### src/core/adcsc_cfg.svh
// Offsets, field positions and reset values of the converter control block.
// Assumes inclusion by the package and the testbench.
`ifndef ADCSC_CFG_SVH
`define ADCSC_CFG_SVH
// ************************************************************
// Register byte offsets
// ************************************************************
`define ADCSC_OFF_CON1 8'h00
`define ADCSC_OFF_CON2 8'h04
`define ADCSC_OFF_STAT 8'h08
`define ADCSC_OFF_MASK 8'h0C
`define ADCSC_OFF_SCAN 8'h10
`define ADCSC_OFF_INSEL 8'h14
// ************************************************************
// Control one fields
// ************************************************************
`define ADCSC_C1_ON 15
`define ADCSC_C1_12B 10
`define ADCSC_C1_TRG_HI 7
`define ADCSC_C1_TRG_LO 5
`define ADCSC_C1_AUTO 2
`define ADCSC_C1_SAMPLE_ACTIVE 1
`define ADCSC_C1_DONE 0
// ************************************************************
// Control two fields
// ************************************************************
`define ADCSC_C2_REF_HI 15
`define ADCSC_C2_REF_LO 13
`define ADCSC_C2_SCAN 10
`define ADCSC_C2_CHN_HI 9
`define ADCSC_C2_CHN_LO 8
`define ADCSC_C2_HALF 7
`define ADCSC_C2_INT_HI 5
`define ADCSC_C2_INT_LO 2
`define ADCSC_C2_SPLIT 1
`define ADCSC_C2_ALT 0
// ************************************************************
// Status bits, select fields, codes, reset values
// ************************************************************
`define ADCSC_ST_SEQ 0
`define ADCSC_ST_DONE 1
`define ADCSC_SEL_B_LO 8
`define ADCSC_TRG_SW 3'h0
`define ADCSC_RST_REG 16'h0000
`define ADCSC_RST_SCAN 16'h0001
`endif

### src/core/adcsc_pkg.sv
// Types shared by the converter control block.
// Assumes the configuration header is on the include path.
`include "adcsc_cfg.svh"
package adcsc_pkg;
   // Sequencer states, one-hot
   typedef enum logic [2:0] {
      ADCSC_IDLE = 3'b001,
      ADCSC_SAMPLE = 3'b010,
      ADCSC_CONVERT = 3'b100
   } adcsc_state_t;
endpackage : adcsc_pkg

### src/core/adcsc_ctrl.sv
// Sample and convert sequencer with APB register file and interrupt.
// Assumes a converter core that pulses conv_done once per conversion and
// a trigger pulse already chosen outside from the trigger source code.
//
// Decided for this implementation: the APB interface to the registers and the address map.
`timescale 1ns/1ps
// Functional notes
// - Auto-start resamples after conversion, sets sample_active
// - Without auto-start, software write 1 starts sampling
// - sample_active reads 1 while acquiring, 0 holding
// - Trigger 000: software writes 0 to convert
// - Other trigger: hardware clears sample_active, converts
// - Done flag set at conversion end
// - Software clears done by 0; ops unaffected
// - Done flag cleared when conversion starts
// - Reference field selects supply or external refs
// - Interrupt after every interval plus one sequences
// - Split buffer alternates halves per interrupt
// - Alternate mode swaps input sets A and B
module adcsc_ctrl
   import adcsc_pkg::*;
#(
   parameter int NUM_INPUTS = 16
) (
   // Clock and reset
   input wire logic pclk,
   input wire logic presetn,
   // APB slave
   input wire logic psel,
   input wire logic penable,
   input wire logic pwrite,
   input wire logic [7:0] paddr,
   input wire logic [31:0] pwdata,
   output logic [31:0] prdata,
   output logic pready,
   output logic pslverr,
   // Converter core
   input wire logic trigger,
   input wire logic conv_done,
   output logic sample_active,
   output logic conv_start,
   output logic [3:0] channel_enable,
   output logic ref_pos_external,
   output logic ref_neg_external,
   output logic input_set_b,
   output logic [3:0] positive_input,
   output logic buffer_half_status,
   // Interrupt
   output logic irq
);
   // ************************************************************
   // Decoding helpers
   // ************************************************************
   function automatic logic [3:0] chan_mask(input logic [1:0] cnt, input logic twelve);
      logic [3:0] m;
      m = 4'h1;
      if (!twelve && cnt == 2'h1) begin
         m = 4'h3;
      end else if (!twelve && cnt[1]) begin
         m = 4'hF;
      end
      return m;
   endfunction : chan_mask
   function automatic logic [3:0] next_scan(input logic [3:0] cur, input logic [15:0] list);
      logic [3:0] n;
      logic found;
      n = cur;
      found = 1'b0;
      for (int i = 1; i <= NUM_INPUTS; i++) begin
         if (!found && list[4'(cur + i[3:0])]) begin
            n = 4'(cur + i[3:0]);
            found = 1'b1;
         end
      end
      return n;
   endfunction : next_scan
   // ************************************************************
   // Bus decode
   // ************************************************************
   logic acc;
   logic wr;
   logic wr_con1;
   logic wr_con2;
   logic wr_stat;
   logic wr_mask;
   logic wr_scan;
   logic wr_insel;
   logic mapped;
   assign acc = psel && penable && pready;
   assign wr = acc && pwrite;
   assign wr_con1 = wr && paddr == `ADCSC_OFF_CON1;
   assign wr_con2 = wr && paddr == `ADCSC_OFF_CON2;
   assign wr_stat = wr && paddr == `ADCSC_OFF_STAT;
   assign wr_mask = wr && paddr == `ADCSC_OFF_MASK;
   assign wr_scan = wr && paddr == `ADCSC_OFF_SCAN;
   assign wr_insel = wr && paddr == `ADCSC_OFF_INSEL;
   assign mapped = paddr == `ADCSC_OFF_CON1 || paddr == `ADCSC_OFF_CON2
      || paddr == `ADCSC_OFF_STAT || paddr == `ADCSC_OFF_MASK
      || paddr == `ADCSC_OFF_SCAN || paddr == `ADCSC_OFF_INSEL;
   // ************************************************************
   // Software settings
   // ************************************************************
   logic conv_on;
   logic twelve_bit_mode;
   logic [2:0] trigger_source;
   logic auto_sample_start;
   logic [2:0] reference_select;
   logic scan_enable;
   logic [1:0] channel_count;
   logic [3:0] interrupt_interval;
   logic split_buffer_mode;
   logic alternate_input_mode;
   logic [1:0] int_mask;
   logic [15:0] scan_list;
   logic [3:0] sel_a;
   logic [3:0] sel_b;
   always_ff @(posedge pclk or negedge presetn) begin
      if (!presetn) begin
         conv_on <= 1'b0;
         twelve_bit_mode <= 1'b0;
         trigger_source <= `ADCSC_TRG_SW;
         auto_sample_start <= 1'b0;
      end else if (wr_con1) begin
         conv_on <= pwdata[`ADCSC_C1_ON];
         twelve_bit_mode <= pwdata[`ADCSC_C1_12B];
         trigger_source <= pwdata[`ADCSC_C1_TRG_HI:`ADCSC_C1_TRG_LO];
         auto_sample_start <= pwdata[`ADCSC_C1_AUTO];
      end
   end
   always_ff @(posedge pclk or negedge presetn) begin
      if (!presetn) begin
         reference_select <= 3'h0;
         scan_enable <= 1'b0;
         channel_count <= 2'h0;
         interrupt_interval <= 4'h0;
         split_buffer_mode <= 1'b0;
         alternate_input_mode <= 1'b0;
      end else if (wr_con2) begin
         reference_select <= pwdata[`ADCSC_C2_REF_HI:`ADCSC_C2_REF_LO];
         scan_enable <= pwdata[`ADCSC_C2_SCAN];
         channel_count <= pwdata[`ADCSC_C2_CHN_HI:`ADCSC_C2_CHN_LO];
         interrupt_interval <= pwdata[`ADCSC_C2_INT_HI:`ADCSC_C2_INT_LO];
         split_buffer_mode <= pwdata[`ADCSC_C2_SPLIT];
         alternate_input_mode <= pwdata[`ADCSC_C2_ALT];
      end
   end
   always_ff @(posedge pclk or negedge presetn) begin
      if (!presetn) begin
         int_mask <= 2'h0;
         scan_list <= `ADCSC_RST_SCAN;
         sel_a <= 4'h0;
         sel_b <= 4'h0;
      end else begin
         if (wr_mask) begin
            int_mask <= pwdata[1:0];
         end
         if (wr_scan) begin
            scan_list <= pwdata[15:0];
         end
         if (wr_insel) begin
            sel_a <= pwdata[3:0];
            sel_b <= pwdata[`ADCSC_SEL_B_LO +: 4];
         end
      end
   end
   // ************************************************************
   // Sample and convert sequencer
   // ************************************************************
   adcsc_state_t state;
   logic sw_start;
   logic sw_convert;
   logic hw_convert;
   logic go_convert;
   logic enter_sample;
   assign sw_start = wr_con1 && pwdata[`ADCSC_C1_SAMPLE_ACTIVE] && !pwdata[`ADCSC_C1_AUTO];
   assign sw_convert = wr_con1 && !pwdata[`ADCSC_C1_SAMPLE_ACTIVE]
      && trigger_source == `ADCSC_TRG_SW;
   assign hw_convert = trigger && trigger_source != `ADCSC_TRG_SW;
   assign go_convert = state == ADCSC_SAMPLE && (sw_convert || hw_convert);
   assign enter_sample = conv_on && ((state == ADCSC_IDLE && (auto_sample_start || sw_start))
      || (state == ADCSC_CONVERT && conv_done && auto_sample_start));
   always_ff @(posedge pclk or negedge presetn) begin
      if (!presetn) begin
         state <= ADCSC_IDLE;
      end else if (!conv_on) begin
         state <= ADCSC_IDLE;
      end else begin
         case (state)
            ADCSC_IDLE: begin
               if (auto_sample_start || sw_start) begin
                  state <= ADCSC_SAMPLE;
               end
            end
            ADCSC_SAMPLE: begin
               if (go_convert) begin
                  state <= ADCSC_CONVERT;
               end
            end
            ADCSC_CONVERT: begin
               if (conv_done) begin
                  state <= auto_sample_start ? ADCSC_SAMPLE : ADCSC_IDLE;
               end
            end
            default: begin
               state <= ADCSC_IDLE;
            end
         endcase
      end
   end
   // ************************************************************
   // Done flag, sequence count, buffer half, input set, scan
   // ************************************************************
   logic done;
   logic [3:0] seq_cnt;
   logic seq_end;
   logic finish;
   assign finish = state == ADCSC_CONVERT && conv_done;
   assign seq_end = finish && seq_cnt == interrupt_interval;
   always_ff @(posedge pclk or negedge presetn) begin
      if (!presetn) begin
         done <= 1'b0;
      end else if (finish) begin
         done <= 1'b1;
      end else if (go_convert) begin
         done <= 1'b0;
      end else if (wr_con1 && !pwdata[`ADCSC_C1_DONE]) begin
         done <= 1'b0;
      end
   end
   always_ff @(posedge pclk or negedge presetn) begin
      if (!presetn) begin
         seq_cnt <= 4'h0;
      end else if (seq_end) begin
         seq_cnt <= 4'h0;
      end else if (finish) begin
         seq_cnt <= seq_cnt + 4'h1;
      end
   end
   always_ff @(posedge pclk or negedge presetn) begin
      if (!presetn) begin
         buffer_half_status <= 1'b0;
      end else if (!split_buffer_mode) begin
         buffer_half_status <= 1'b0;
      end else if (seq_end) begin
         buffer_half_status <= !buffer_half_status;
      end
   end
   always_ff @(posedge pclk or negedge presetn) begin
      if (!presetn) begin
         input_set_b <= 1'b0;
      end else if (!alternate_input_mode) begin
         input_set_b <= 1'b0;
      end else if (finish) begin
         input_set_b <= !input_set_b;
      end
   end
   logic [3:0] scan_ptr;
   always_ff @(posedge pclk or negedge presetn) begin
      if (!presetn) begin
         scan_ptr <= 4'h0;
      end else if (finish && scan_enable) begin
         scan_ptr <= next_scan(scan_ptr, scan_list);
      end
   end
   // ************************************************************
   // Converter core outputs
   // ************************************************************
   always_ff @(posedge pclk or negedge presetn) begin
      if (!presetn) begin
         sample_active <= 1'b0;
         conv_start <= 1'b0;
         channel_enable <= 4'h1;
         ref_pos_external <= 1'b0;
         ref_neg_external <= 1'b0;
         positive_input <= 4'h0;
      end else begin
         sample_active <= enter_sample
            || (conv_on && state == ADCSC_SAMPLE && !go_convert);
         conv_start <= go_convert;
         channel_enable <= chan_mask(channel_count, twelve_bit_mode);
         ref_pos_external <= !reference_select[2] && reference_select[0];
         ref_neg_external <= !reference_select[2] && reference_select[1];
         if (scan_enable) begin
            positive_input <= scan_ptr;
         end else begin
            positive_input <= input_set_b ? sel_b : sel_a;
         end
      end
   end
   // ************************************************************
   // Interrupt status
   // ************************************************************
   logic [1:0] int_stat;
   logic [1:0] int_set;
   assign int_set = {finish, seq_end};
   always_ff @(posedge pclk or negedge presetn) begin
      if (!presetn) begin
         int_stat <= 2'h0;
      end else begin
         int_stat <= int_set | (int_stat & ~(wr_stat ? pwdata[1:0] : 2'h0));
      end
   end
   always_ff @(posedge pclk or negedge presetn) begin
      if (!presetn) begin
         irq <= 1'b0;
      end else begin
         irq <= |(int_stat & int_mask);
      end
   end
   // ************************************************************
   // APB answer
   // ************************************************************
   logic [31:0] rd_val;
   always_comb begin
      rd_val = 32'h0000_0000;
      case (paddr)
         `ADCSC_OFF_CON1: begin
            rd_val[`ADCSC_C1_ON] = conv_on;
            rd_val[`ADCSC_C1_12B] = twelve_bit_mode;
            rd_val[`ADCSC_C1_TRG_HI:`ADCSC_C1_TRG_LO] = trigger_source;
            rd_val[`ADCSC_C1_AUTO] = auto_sample_start;
            rd_val[`ADCSC_C1_SAMPLE_ACTIVE] = state == ADCSC_SAMPLE;
            rd_val[`ADCSC_C1_DONE] = done;
         end
         `ADCSC_OFF_CON2: begin
            rd_val[`ADCSC_C2_REF_HI:`ADCSC_C2_REF_LO] = reference_select;
            rd_val[`ADCSC_C2_SCAN] = scan_enable;
            rd_val[`ADCSC_C2_CHN_HI:`ADCSC_C2_CHN_LO] = channel_count;
            rd_val[`ADCSC_C2_HALF] = buffer_half_status;
            rd_val[`ADCSC_C2_INT_HI:`ADCSC_C2_INT_LO] = interrupt_interval;
            rd_val[`ADCSC_C2_SPLIT] = split_buffer_mode;
            rd_val[`ADCSC_C2_ALT] = alternate_input_mode;
         end
         `ADCSC_OFF_STAT: begin
            rd_val[1:0] = int_stat;
         end
         `ADCSC_OFF_MASK: begin
            rd_val[1:0] = int_mask;
         end
         `ADCSC_OFF_SCAN: begin
            rd_val[15:0] = scan_list;
         end
         `ADCSC_OFF_INSEL: begin
            rd_val[3:0] = sel_a;
            rd_val[`ADCSC_SEL_B_LO +: 4] = sel_b;
         end
         default: begin
            rd_val = 32'h0000_0000;
         end
      endcase
   end

   always_ff @(posedge pclk or negedge presetn) begin
      if (!presetn) begin
         pready <= 1'b0;
         prdata <= 32'h0000_0000;
         pslverr <= 1'b0;
      end else begin
         pready <= psel && penable && !pready;
         pslverr <= psel && penable && !pready && !mapped;
         if (psel && penable && !pready && !pwrite) begin
            prdata <= rd_val;
         end
      end
   end

endmodule : adcsc_ctrl

### config.mk
export PLATFORM = sky130hd
export DESIGN_NAME = adcsc_ctrl
export DESIGN_NICKNAME = d
export VERILOG_FILES = /design/src/core/adcsc_pkg.sv /design/src/core/adcsc_ctrl.sv
export VERILOG_INCLUDE_DIRS = /design/src /design/src/core
export SDC_FILE = /design/constraint.sdc
export NUM_CORES = 1
export LEC_CHECK = 0
export BUFFER_PORTS_ARGS = -buffer_cell sky130_fd_sc_hd__buf_4
export CAP_MARGIN = 20
export CORE_UTILIZATION = 30
export CTS_CLUSTER_DIAMETER = 50
export CTS_CLUSTER_SIZE = 28
export DETAILED_ROUTE_END_ITERATION = 8
export PLACE_DENSITY = 0.58
export SYNTH_ARGS = -nofsm -noshare
export SYNTH_HDL_FRONTEND = slang
export SYNTH_SLANG_ARGS = --single-unit
### constraint.sdc
create_clock -name pclk -period 6.7 [get_ports pclk]
set_clock_uncertainty 0.2 [all_clocks]
set_input_delay 0.67 -clock pclk [delete_from_list [all_inputs] [get_ports pclk]]
set_output_delay 0.67 -clock pclk [all_outputs]
set_load 0.05 [all_outputs]
==> results of run 1 <==
[layout make-up]
type	instances	area, um^2
clock inverters	7	87.58
repair buffers	73	545.5
flip-flops and latches	89	2230
multi-input cells	500	3809
clock buffers	9	225.2
fillers	2090	13150
inverters	11	41.29
well taps	270	337.8
[sequential cells by signal (all words and copies together) (netlist names), 2 cells and up]
signal,count
int_stat,2
reference_select,3
scan_ptr,4
state,3
interrupt_interval,4
sel_b,4
channel_count,2
seq_cnt,4
trigger_source,3
positive_input,4
channel_enable,2
prdata,16
int_mask,2
sel_a,4
scan_list,16
[worst min path at each step]
stage                                 to  slack (ns)  cells past startpoint
global placement              prdata[13]        0.27                      2
detailed placement             prdata[2]        0.27                      2
global route                 int_mask[0]        0.11                      1
floorplan           alternate_input_mode        0.17                      0
CTS                          int_mask[0]        0.09                      1
finish                       int_mask[0]        0.08                      1
[cell families after synthesis]
family / count (synthesis)
simple gates: 211
mux: 126
compound gates: 115
flops: 89
buf+inv: 60
xor+xnor: 22
fa+ha+maj: 9
other cells: 2
[routing by layer]
metal / track usage, % / up-vias
met5: 0 / -
met4: 5.464 / 2
met3: 3.665 / 31
met2: 25.28 / 173
met1: 23.40 / 2598
li1: - / 2402
[where the power goes]
| part | internal [uW] | switching [uW] |
|---|---|---|
| clock network | 298 | 235 |
| registers | 539 | 2.10 |
| logic | 20.9 | 57.3 |
[cells in the final DEF, fill, tap and decap left out, drive strengths merged, types with 10 or more instances in the layout]
cell    n
nand2  91
dfrtp  87
buf    73
mux2   55
mux2i  44
nor2   36
o21ai  31
mux4   27
a21oi  22
conb   17
nor3   17
xnor2  14
nor2b  12
inv    12
nand3  10
[metrics by stage]
| step | util (%) | hold WS [ns] |
|---|---|---|
| after detailed placement | 34.08 | 0.2727 |
| after floorplan | - | 0.1744 |
| after global routing | 35.61 | 0.1091 |
| after CTS | 35.61 | 0.08858 |
| after global placement | 34.06 | 0.2679 |
| final | 35.61 | 0.07609 |
==> reports/summary.md, run 1 <==
* **top flip-flop cell by instance count after synthesis** dfrtp_1
* **cell type group with the largest total delay on the critical path** compound AO/OA/AOI/OAI gates
* **top post-synthesis cells by count** nand2_1 (91), dfrtp_1 (87), mux2_2 (55)
* **sum of buffers and inverters on the critical path** 2
* **Max-slew headroom** 37.66%
* **Post-Syn Area per Cell** 9.976 um^2
* **Routed wire per std cell** 18.26 um
* **wire length of the first global-routing pass** 27890 um
* **top routing layer used** met5
* **largest family of logic cells by synthesized area** multiplexers
* **number of clock buffers inserted by TritonCTS** 9
* **P per Cell Area** 158.2 mW/mm^2
* **# port buffers** 62
* **post-route ant nets** 0
* **flops & latches, synth** 89
* **CP cell instances** buf_4, inv_1, ha_1, mux2i_1, and3_1, nor4_1, a211o_1, nor4_2, a41oi_1, nand4_1, a2111oi_0, xnor2_1
* **number of design rule violations left after detail routing** 0
* **global-route total usage across every layer** 16.65%
* **weighted congestion at the end of routability-driven global placement** 0.8794
* **wire length after detailed routing** 17510 um
* **wire length the detailed router placed on met1** 8006 um
* **detailed-routed wire length on met3** 1049 um
* **First DRT Iteration DRCs** 484
* **R2R cell count** 12
* **RSZ-0062 raised after global routing** false
* **critical path launch point** scan_ptr[0]
* **die span in y** 147.2 um
* **yosys warns** 0
* **DIE AREA** 0.02167 mm^2
* **CTS tree** built
* **delay contributed by the slowest stage of the critical path** 0.91 ns
* **net total in the final layout** 740
* **synthesized-area fraction occupied by adder cells** 1.780%
* **Yosys top cell area share** 34.42%
* **final count of negative-setup-slack endpoints** 0
* **total congestion overflow after global routing** 0
* **post-layout instance count excluding filler cells** 959
* **Area growth, synth to finish** 15.03%
* **share of the synthesized area in compound gates (AO/OA/AOI/OAI)** 12.03%
* **largest cells by area after synthesis** dfrtp_1 (34%), mux2_2 (9.8%), mux4_2 (9.6%)
* **cts hold-fix bufs** 0
* **Ant. Diodes** 0
* **slew of the pin with the lowest slew margin** 0.9350 ns
* **Final Total Pwr** 1151 uW
* **Placed Cells** 943
* **Max FO, Critical Path** 34
* **Post-synth EDFFs** 0
* **Clock Pin Slew Worst Setup and Hold Paths** 0.07 ns
* **number of sinks on the clock net** 89
* **run status** completed
* **post-CTS setup-driven buffer insertion count** 0
* **flop-to-flop setup slack** 1.45 ns
* **number of buffers on the longest clock path** 2
* **capturing point of the worst reg2reg path** scan_ptr[0]
* **ratio of cells with drive above 1 in the final layout** 26.71%
* **Crit. End Element** register
* **post-DR vias/cell** 5.429
* **Horiz. Die Dim** 147.2 um
* **launching point of the worst reg2reg path** scan_ptr[0]
* **via count of the first global-routing pass** 4985
* **required time worst endpoint** 6.71 ns
* **Detailed Place HPWL** 13060 um
* **Crit path arrival time** 5.26 ns
* **Worst setup endpoint** scan_ptr[0]
* **Gate Count Post-Synth** 634
* **maximum number of pins on one net before global-route repair** 53
* **count of boundary I/O pins** 96
* **Core Rows** 52
* **Syn Std Cell Area** 0.006325 mm^2
* **P_leak** 0.003206 uW
* **Tmin final** 5.253 ns
* **mux cell area share after synthesis** 26.37%
* **placement-stage worst setup slack** 1.522 ns
* **leading cell type by number of instances after synthesis** nand2_1
* **placed inst area** 0.006963 mm^2
* **post-route design area** 0.007276 mm^2
* **number of levels the H-tree was split into** 3
* **Fmax** 0.1904 GHz
* **Peak VDD IR** 0.1310 mV
* **Core ar.** 0.02043 mm^2
* **startpoint kind of the worst setup timing path** register
* **number of hold-slack violations in the final timing report** 0
* **DR pass1 iterations** 5
* **post-synth cell types** 66
* **path type of the worst setup path** reg2reg
* **fraction of the yosys area taken by sequential cells** 35.25%
* **max-capacitance violation count** 0
* **Slew Limit Fails** 0
* **cell with the largest stage delay on the worst path** ha_1
* **Initial Util** 30.96%
* **worst setup margin** 1.447 ns
* **Clock Latency Late Sink** 0.35 ns
* **type of the tightest min-delay check** in2async
* **routed via count** 5206
* **quantity of gates resized following cts** 0
* **CTS Root Cell** clkbuf_16
* **share of synthesized cell area in and, or, nand and nor gates** 15.79%
* **xor-xnor portion of the synthesized cell area** 3.165%
* **Met2 Wirelength** 8028 um
* **Setup TNS** 0 ns
* **biggest area consumer among synthesized cells** dfrtp_1
* **path length in cells of the critical path** 12
* **Async SR Flop Fraction** 100.0%
* **number of antenna violations at the first check in global routing** 1
* **share of the clock period used by the worst path after layout** 78.41%
Note: power is estimated with default switching activity, not from simulation.
==> run 2: changes to the inputs <==
--- a/config.mk
+++ b/config.mk
@@ -12,7 +12,7 @@
 export CTS_CLUSTER_DIAMETER = 50
 export CTS_CLUSTER_SIZE = 28
 export DETAILED_ROUTE_END_ITERATION = 8
-export PLACE_DENSITY = 0.58
+export PLACE_DENSITY = 0.6
 export SYNTH_ARGS = -nofsm -noshare
 export SYNTH_HDL_FRONTEND = slang
 export SYNTH_SLANG_ARGS = --single-unit
==> constraint.sdc (replaced) <==
create_clock -name pclk -period 4.8 [get_ports pclk]
set_clock_uncertainty 0.2 [all_clocks]
set_input_delay 0.48 -clock pclk [delete_from_list [all_inputs] [get_ports pclk]]
set_output_delay 0.48 -clock pclk [all_outputs]
set_load 0.05 [all_outputs]
==> reports/summary.md, run 2 (synthesized netlist as in run 1, its figures left out) <==
* **First DRT Iteration DRCs** 421, -13%
* **worst setup margin** 0.5018 ns, -0.9449 ns
* **P_leak** 0.003244 uW, +1.2%
* **Net Sw Frac** 26.09%, +0.56 points
* **Fmax** 0.2327 GHz, +22%
* **number of sinks on the clock net** 89, unchanged
* **post-route ant nets** 0, unchanged
* **via count of the first global-routing pass** 4998, +0.26%
* **FF+latch area** 0.002230 mm^2, unchanged
* **proportion of power drawn by flip-flops and latches** 49.0%, +2.0 points
* **most frequent cells in the layout** nand2_1 (91), dfrtp_1 (87), buf_4 (84), mux2_2 (55), mux2i_1 (44)
* **Clock Pin Slew Worst Setup and Hold Paths** 0.08 ns, about the same
* **combined area of the multi-input logic cells** 0.003809 mm^2, unchanged
* **run status** completed
* **share of the clock period used by the worst path after layout** 89.55%, +11 points
* **number of antenna violations at the first check in global routing** 0, -1
* **number of design rule violations left after detail routing** 0, unchanged
* **cell with the largest stage delay on the worst path** or4_1
* **ratio of cells with drive above 1 in the final layout** 27.67%, +0.97 points
* **total congestion overflow after global routing** 0, unchanged
* **routed via count** 5301, +1.8%
* **Final Total Pwr** 1543 uW, +34%
* **DR pass1 iterations** 5, unchanged
* **Max FO, Critical Path** 25, -26%
* **number of levels the H-tree was split into** 3, unchanged
* **Detailed Place HPWL** 13280 um, +1.8%
* **Max-slew headroom** 39.51%, +1.9 points
* **number of buffers on the longest clock path** 2, unchanged
* **Core ar.** 0.02043 mm^2, unchanged
* **delay contributed by the slowest stage of the critical path** 0.64 ns, -0.27 ns
* **# port buffers** 62, unchanged
* **max-capacitance violation count** 0, unchanged
* **startpoint kind of the worst setup timing path** register
* **Peak VDD IR** 0.1631 mV, +24%
* **Crit. End Element** register
* **slew of the pin with the lowest slew margin** 0.9073 ns, -0.02776 ns
* **RSZ-0062 raised after global routing** false
* **Clock Power Share** 43.9%, -2.3 points
* **DIE AREA** 0.02167 mm^2, unchanged
* **launching point of the worst reg2reg path** scan_ptr[1]
* **Setup TNS** 0 ns, unchanged
* **count of boundary I/O pins** 96, unchanged
* **Horiz. Die Dim** 147.2 um, unchanged
* **net total in the final layout** 752, +1.6%
* **critical path launch point** scan_ptr[1]
* **number of clock buffers inserted by TritonCTS** 9, unchanged
* **registers with the most flip-flops** prdata x16, scan_list x16
* **quantity of gates resized following cts** 0, unchanged
* **CTS tree** built
* **wire length of the first global-routing pass** 28000 um, +0.40%
* **Crit path arrival time** 4.38 ns, -0.88 ns
* **Core Rows** 52, unchanged
* **CTS Root Cell** clkbuf_16
* **cell type group with the largest total delay on the critical path** simple AND/OR/NAND/NOR gates
* **worst hold-check slack** 0.1439 ns, +0.06777 ns
* **count of filler cells inserted in the layout** 2084, -0.29%
* **P per Cell Area** 210.3 mW/mm^2, +33%
* **power spent charging and discharging nets** 402.6 uW, +37%
* **cell internal pwr** 1140 uW, +33%
* **Clock Latency Late Sink** 0.36 ns, about the same
* **global-route total usage across every layer** 16.74%, +0.090 points
* **CP cell instances** clkinv_1, ha_1, buf_4, mux2i_1, mux4_2, mux2i_1, a211o_1, or4_1, or4_4, o211ai_1, nand3_1, a22oi_2
* **required time worst endpoint** 4.88 ns, -1.83 ns
* **placement-stage worst setup slack** 0.5424 ns, -0.9792 ns
* **final count of negative-setup-slack endpoints** 0, unchanged
* **Routed wire per std cell** 18.24 um, about the same
* **die span in y** 147.2 um, unchanged
* **Worst path most repeated cell** mux2i_1
* **type of the tightest min-delay check** in2reg
* **Tmin final** 4.298 ns, -0.9551 ns
* **Ant. Diodes** 0, unchanged
* **Initial Util** 30.96%, unchanged
* **path type of the worst setup path** reg2reg
* **number of hold-slack violations in the final timing report** 0, unchanged
* **sum of buffers and inverters on the critical path** 2, unchanged
* **logic gate share of total power** 7.1%, +0.3 points
* **Slew Limit Fails** 0, unchanged
* **maximum number of pins on one net before global-route repair** 49, -7.5%
* **post-DR vias/cell** 5.459, +0.57%
* **leading cell type in the layout, fill and taps excluded** nand2_1
* **post-CTS setup-driven buffer insertion count** 0, unchanged
* **wire length after detailed routing** 17710 um, +1.2%
* **weighted congestion at the end of routability-driven global placement** 0.9286, +5.6%
* **Area growth, synth to finish** 16.00%
* **Worst Hold Launch** pwdata[5]
run 2: cell count changes in the layout (fill, tap and decap cells not counted), sizes merged:
| cell | before | now |
|---|---|---|
| buf | 73 | 84 |
| clkbuf | 9 | 10 |
| bufinv | 1 | 0 |
| dlygate4sd3 | 0 | 1 |
run 2: worst reg2reg max path: stages (launching register included):
cell and delay, ns:
dfrtp_1 0.48, clkinv_1 0.13, ha_1 0.28, buf_4 0.34, mux2i_1 0.37, mux4_2 0.36
mux2i_1 0.15, a211o_1 0.33, or4_1 0.64, or4_4 0.57, o211ai_1 0.10, nand3_1 0.12
a22oi_2 0.16
run 2: cell type report:
class | count | share of cell area [%]
Timing Repair Buffer | 85 | 8.731
Tap cell | 270 | 4.604
Multi-Input combinational cell | 500 | 51.91
Clock buffer | 10 | 3.121
Inverter | 11 | 0.5628
Sequential cell | 89 | 30.39
Clock inverter | 6 | 0.6821
run 2: final timing paths:
check / to / slack [ns] / depth (start not counted)
setup / recovery: scan_ptr[1] / 0.50 / 12
hold / removal: trigger_source[0] / 0.14 / 3
setup reg to reg: scan_ptr[1] / 0.50 / 12
hold reg to reg: prdata[1] / 0.28 / 2
max in group asynchronous: positive_input[2] / 2.95 / 3
min in group asynchronous: pslverr / 0.48 / 2
run 2: timing repair:
| item | CTS | global route |
|---|---|---|
| hold endpoints to repair | 46 | 0 |
| hold buffers | 1 | 0 |
| endpoints found under the setup margin | 0 | 0 |
run 2: power by group through the flow:
stage	clock network, uW	logic (uW)	registers, uW
2_1_floorplan	0	65.7	773
3_3_place_gp	0	111	769
3_5_place_dp	0	110	770
4_1_cts	702	111	755
5_1_grt	729	119	755
6_report	677	110	755
run 2: layer usage:
metal | track usage [%] | up-vias | wire length (um)
li1 | - | 2432 | -
met1 | 23.44 | 2646 | 8156
met2 | 25.71 | 186 | 8064
met3 | 3.230 | 37 | 1016
met4 | 5.773 | 0 | 474
met5 | 0 | - | 0
run 2: stage by stage:
stage,utilization [%],instance area (um^2),std cells
after CTS,35.91,7337,971
after floorplan,-,6381,649
final,35.91,7337,971
after global placement,34.50,7048,954
after detailed placement,34.50,7048,954
after global routing,35.91,7337,971
==> run 3: changes to the inputs <==
--- a/config.mk
+++ b/config.mk
@@ -8,6 +8,7 @@
 export LEC_CHECK = 0
 export BUFFER_PORTS_ARGS = -buffer_cell sky130_fd_sc_hd__buf_4
 export CAP_MARGIN = 20
+export CORE_MARGIN = 4
 export CORE_UTILIZATION = 30
 export CTS_CLUSTER_DIAMETER = 50
 export CTS_CLUSTER_SIZE = 28
==> constraint.sdc (replaced) <==
create_clock -name pclk -period 3.5 [get_ports pclk]
set_clock_uncertainty 0.2 [all_clocks]
set_input_delay 0.35 -clock pclk [delete_from_list [all_inputs] [get_ports pclk]]
set_output_delay 0.35 -clock pclk [all_outputs]
set_load 0.05 [all_outputs]
==> reports/summary.md, run 3 (synthesized netlist as in run 1, its figures left out) <==
* **share of the clock period used by the worst path after layout** 106.3%, +17 points
* **Core ar.** 0.02049 mm^2, +0.32%
* **Clock Power Share** 47.4%, +3.5 points
* **Clock Pin Slew Worst Setup and Hold Paths** 0.07 ns, about the same
* **startpoint kind of the worst setup timing path** register
* **Core Rows** 52, unchanged
* **Peak VDD IR** 0.2418 mV, +48%
* **run status** finished, violations left
* **Net Sw Frac** 24.78%, -1.3 points
* **Area growth, synth to finish** 36.26%
* **number of buffers on the longest clock path** 2, unchanged
* **path type of the worst setup path** reg2reg
* **final count of negative-setup-slack endpoints** 4, +4
* **global-route total usage across every layer** 17.14%, +0.40 points
* **via count of the first global-routing pass** 5465, +9.3%
* **type of the tightest min-delay check** in2reg
* **required time worst endpoint** 3.56 ns, -1.32 ns
* **P per Cell Area** 264.6 mW/mm^2, +26%
* **sum of buffers and inverters on the critical path** 2, unchanged
* **cell with the largest stage delay on the worst path** or4_4
* **Max FO, Critical Path** 6, -76%
* **DIE AREA** 0.02347 mm^2, +8.3%
* **number of clock buffers inserted by TritonCTS** 9, unchanged
* **P_leak** 0.003948 uW, +22%
* **CP cell instances** clkinv_8, ha_4, buf_6, mux4_2, mux4_2, nand2b_4, or4_4, or4_4, o211ai_1, nand3_1, a22oi_2
* **number of antenna violations at the first check in global routing** 1, +1
* **post-DR vias/cell** 5.140, -5.9%
* **total congestion overflow after global routing** 0, unchanged
* **post-route ant nets** 0, unchanged
* **critical path launch point** scan_ptr[1]
* **Worst Hold Launch** pwdata[15]
* **number of hold-slack violations in the final timing report** 0, unchanged
* **Detailed Place HPWL** 15930 um, +20%
* **logic gate share of total power** 7.2%, about the same
* **placement-stage worst setup slack** -0.3919 ns, -0.9343 ns
* **violated checks** negative setup slack
* **cell type group with the largest total delay on the critical path** simple AND/OR/NAND/NOR gates
* **number of levels the H-tree was split into** 3, unchanged
* **proportion of power drawn by flip-flops and latches** 45.4%, -3.6 points
* **wire length after detailed routing** 20390 um, +15%
* **DR pass1 iterations** 5, unchanged
* **launching point of the worst reg2reg path** scan_ptr[1]
* **slew of the pin with the lowest slew margin** 0.9009 ns, -0.006358 ns
* **Ant. Diodes** 0, unchanged
* **Slew Limit Fails** 0, unchanged
* **maximum number of pins on one net before global-route repair** 45, -8.2%
* **Max-slew headroom** 39.94%, +0.42 points
* **worst setup margin** -0.2220 ns, -0.7238 ns
* **Horiz. Die Dim** 153.2 um, +4.1%
* **most frequent cells in the layout** buf_4 (201), nand2_1 (90), dfrtp_1 (86), mux2_2 (55), mux2i_1 (39)
* **# port buffers** 62, unchanged
* **registers with the most flip-flops** prdata x16, scan_list x16
* **power spent charging and discharging nets** 565.0 uW, +40%
* **wire length of the first global-routing pass** 31780 um, +14%
* **CTS tree** built
* **Initial Util** 30.86%, -0.098 points
* **cell internal pwr** 1715 uW, +50%
* **Crit path arrival time** 3.78 ns, -0.60 ns
* **die span in y** 153.2 um, +4.1%
* **delay contributed by the slowest stage of the critical path** 0.54 ns, -0.10 ns
* **worst hold-check slack** 0.02170 ns, -0.1222 ns
* **leading cell type in the layout, fill and taps excluded** buf_4
* **Routed wire per std cell** 18.60 um, +2.0%
* **max-capacitance violation count** 0, unchanged
* **Fmax** 0.2687 GHz, +15%
* **First DRT Iteration DRCs** 395, -6.2%
* **Tmin final** 3.722 ns, -0.5762 ns
* **Clock Latency Late Sink** 0.36 ns, about the same
* **ratio of cells with drive above 1 in the final layout** 42.74%, +15 points
* **number of sinks on the clock net** 89, unchanged
* **weighted congestion at the end of routability-driven global placement** 0.9162, -1.3%
* **routed via count** 5633, +6.3%
* **number of design rule violations left after detail routing** 0, unchanged
* **Crit. End Element** register
* **count of boundary I/O pins** 96, unchanged
* **net total in the final layout** 877, +17%
* **flop-to-flop setup slack** -0.22 ns, -0.72 ns
* **RSZ-0062 raised after global routing** true
* **CTS Root Cell** clkbuf_16
run 3: per-stage QoR:
step | TNS (ns) | instances | power (uW) | cell area, um^2 | util (%)
6_report | -0.6412 | 1096 | 2280 | 8618 | 42.05
3_3_place_gp | -1.290 | 1066 | 1216 | 7981 | 38.94
4_1_cts | -0.2837 | 1095 | 2307 | 8563 | 41.78
3_5_place_dp | -1.239 | 1066 | 1216 | 7981 | 38.94
5_1_grt | -1.165 | 1096 | 2365 | 8618 | 42.05
2_1_floorplan | -0.9026 | 649 | 1152 | 6457 | -
run 3: power by group through the flow:
stage	Clock, uW	Sequential, uW	Combinational [uW]
global placement	0	1050	161
detailed placement	0	1050	161
floorplan	0	1060	91.2
global route	1150	1030	176
finish	1080	1040	164
CTS	1110	1030	164
run 3: worst register-to-register path, cell delays in order (launching register included):
cell and delay (ns):
dfrtp_2 0.48, clkinv_8 0.08, ha_4 0.34, buf_6 0.15, mux4_2 0.34, mux4_2 0.53
nand2b_4 0.17, or4_4 0.54, or4_4 0.45, o211ai_1 0.10, nand3_1 0.12, a22oi_2 0.15
run 3: layer usage:
metal | global-route usage (%) | routed length [um] | part of all wire (%)
met5 | 0 | 13 | 0.064
met4 | 4.243 | 372 | 1.8
met3 | 3.364 | 1030 | 5.1
met2 | 27.26 | 9564 | 47
met1 | 24.12 | 9404 | 46
run 3: final timing paths:
kind,to,cells after the start
max,scan_ptr[1],11
min,conv_on,3
max reg2reg,scan_ptr[1],11
min reg2reg,prdata[15],2
max in group asynchronous,positive_input[3],3
min in group asynchronous,conv_start,2
run 3: timing repair:
action	in CTS	in global routing
hold endpoints to repair	40	0
endpoints found under the setup margin	4	4
resized for setup	35	9
hold buffers	1	0
pin swaps	5	5
buffers inserted	12	1
run 3: layout make-up:
class / instances / area [um^2]
repair buffers: 210 / 1653
clock buffers: 9 / 225.2
flip-flops and latches: 89 / 2231
fillers: 2008 / 11880
well taps: 270 / 337.8
inverters: 11 / 55.05
clock inverters: 7 / 101.3
multi-input cells: 500 / 4015
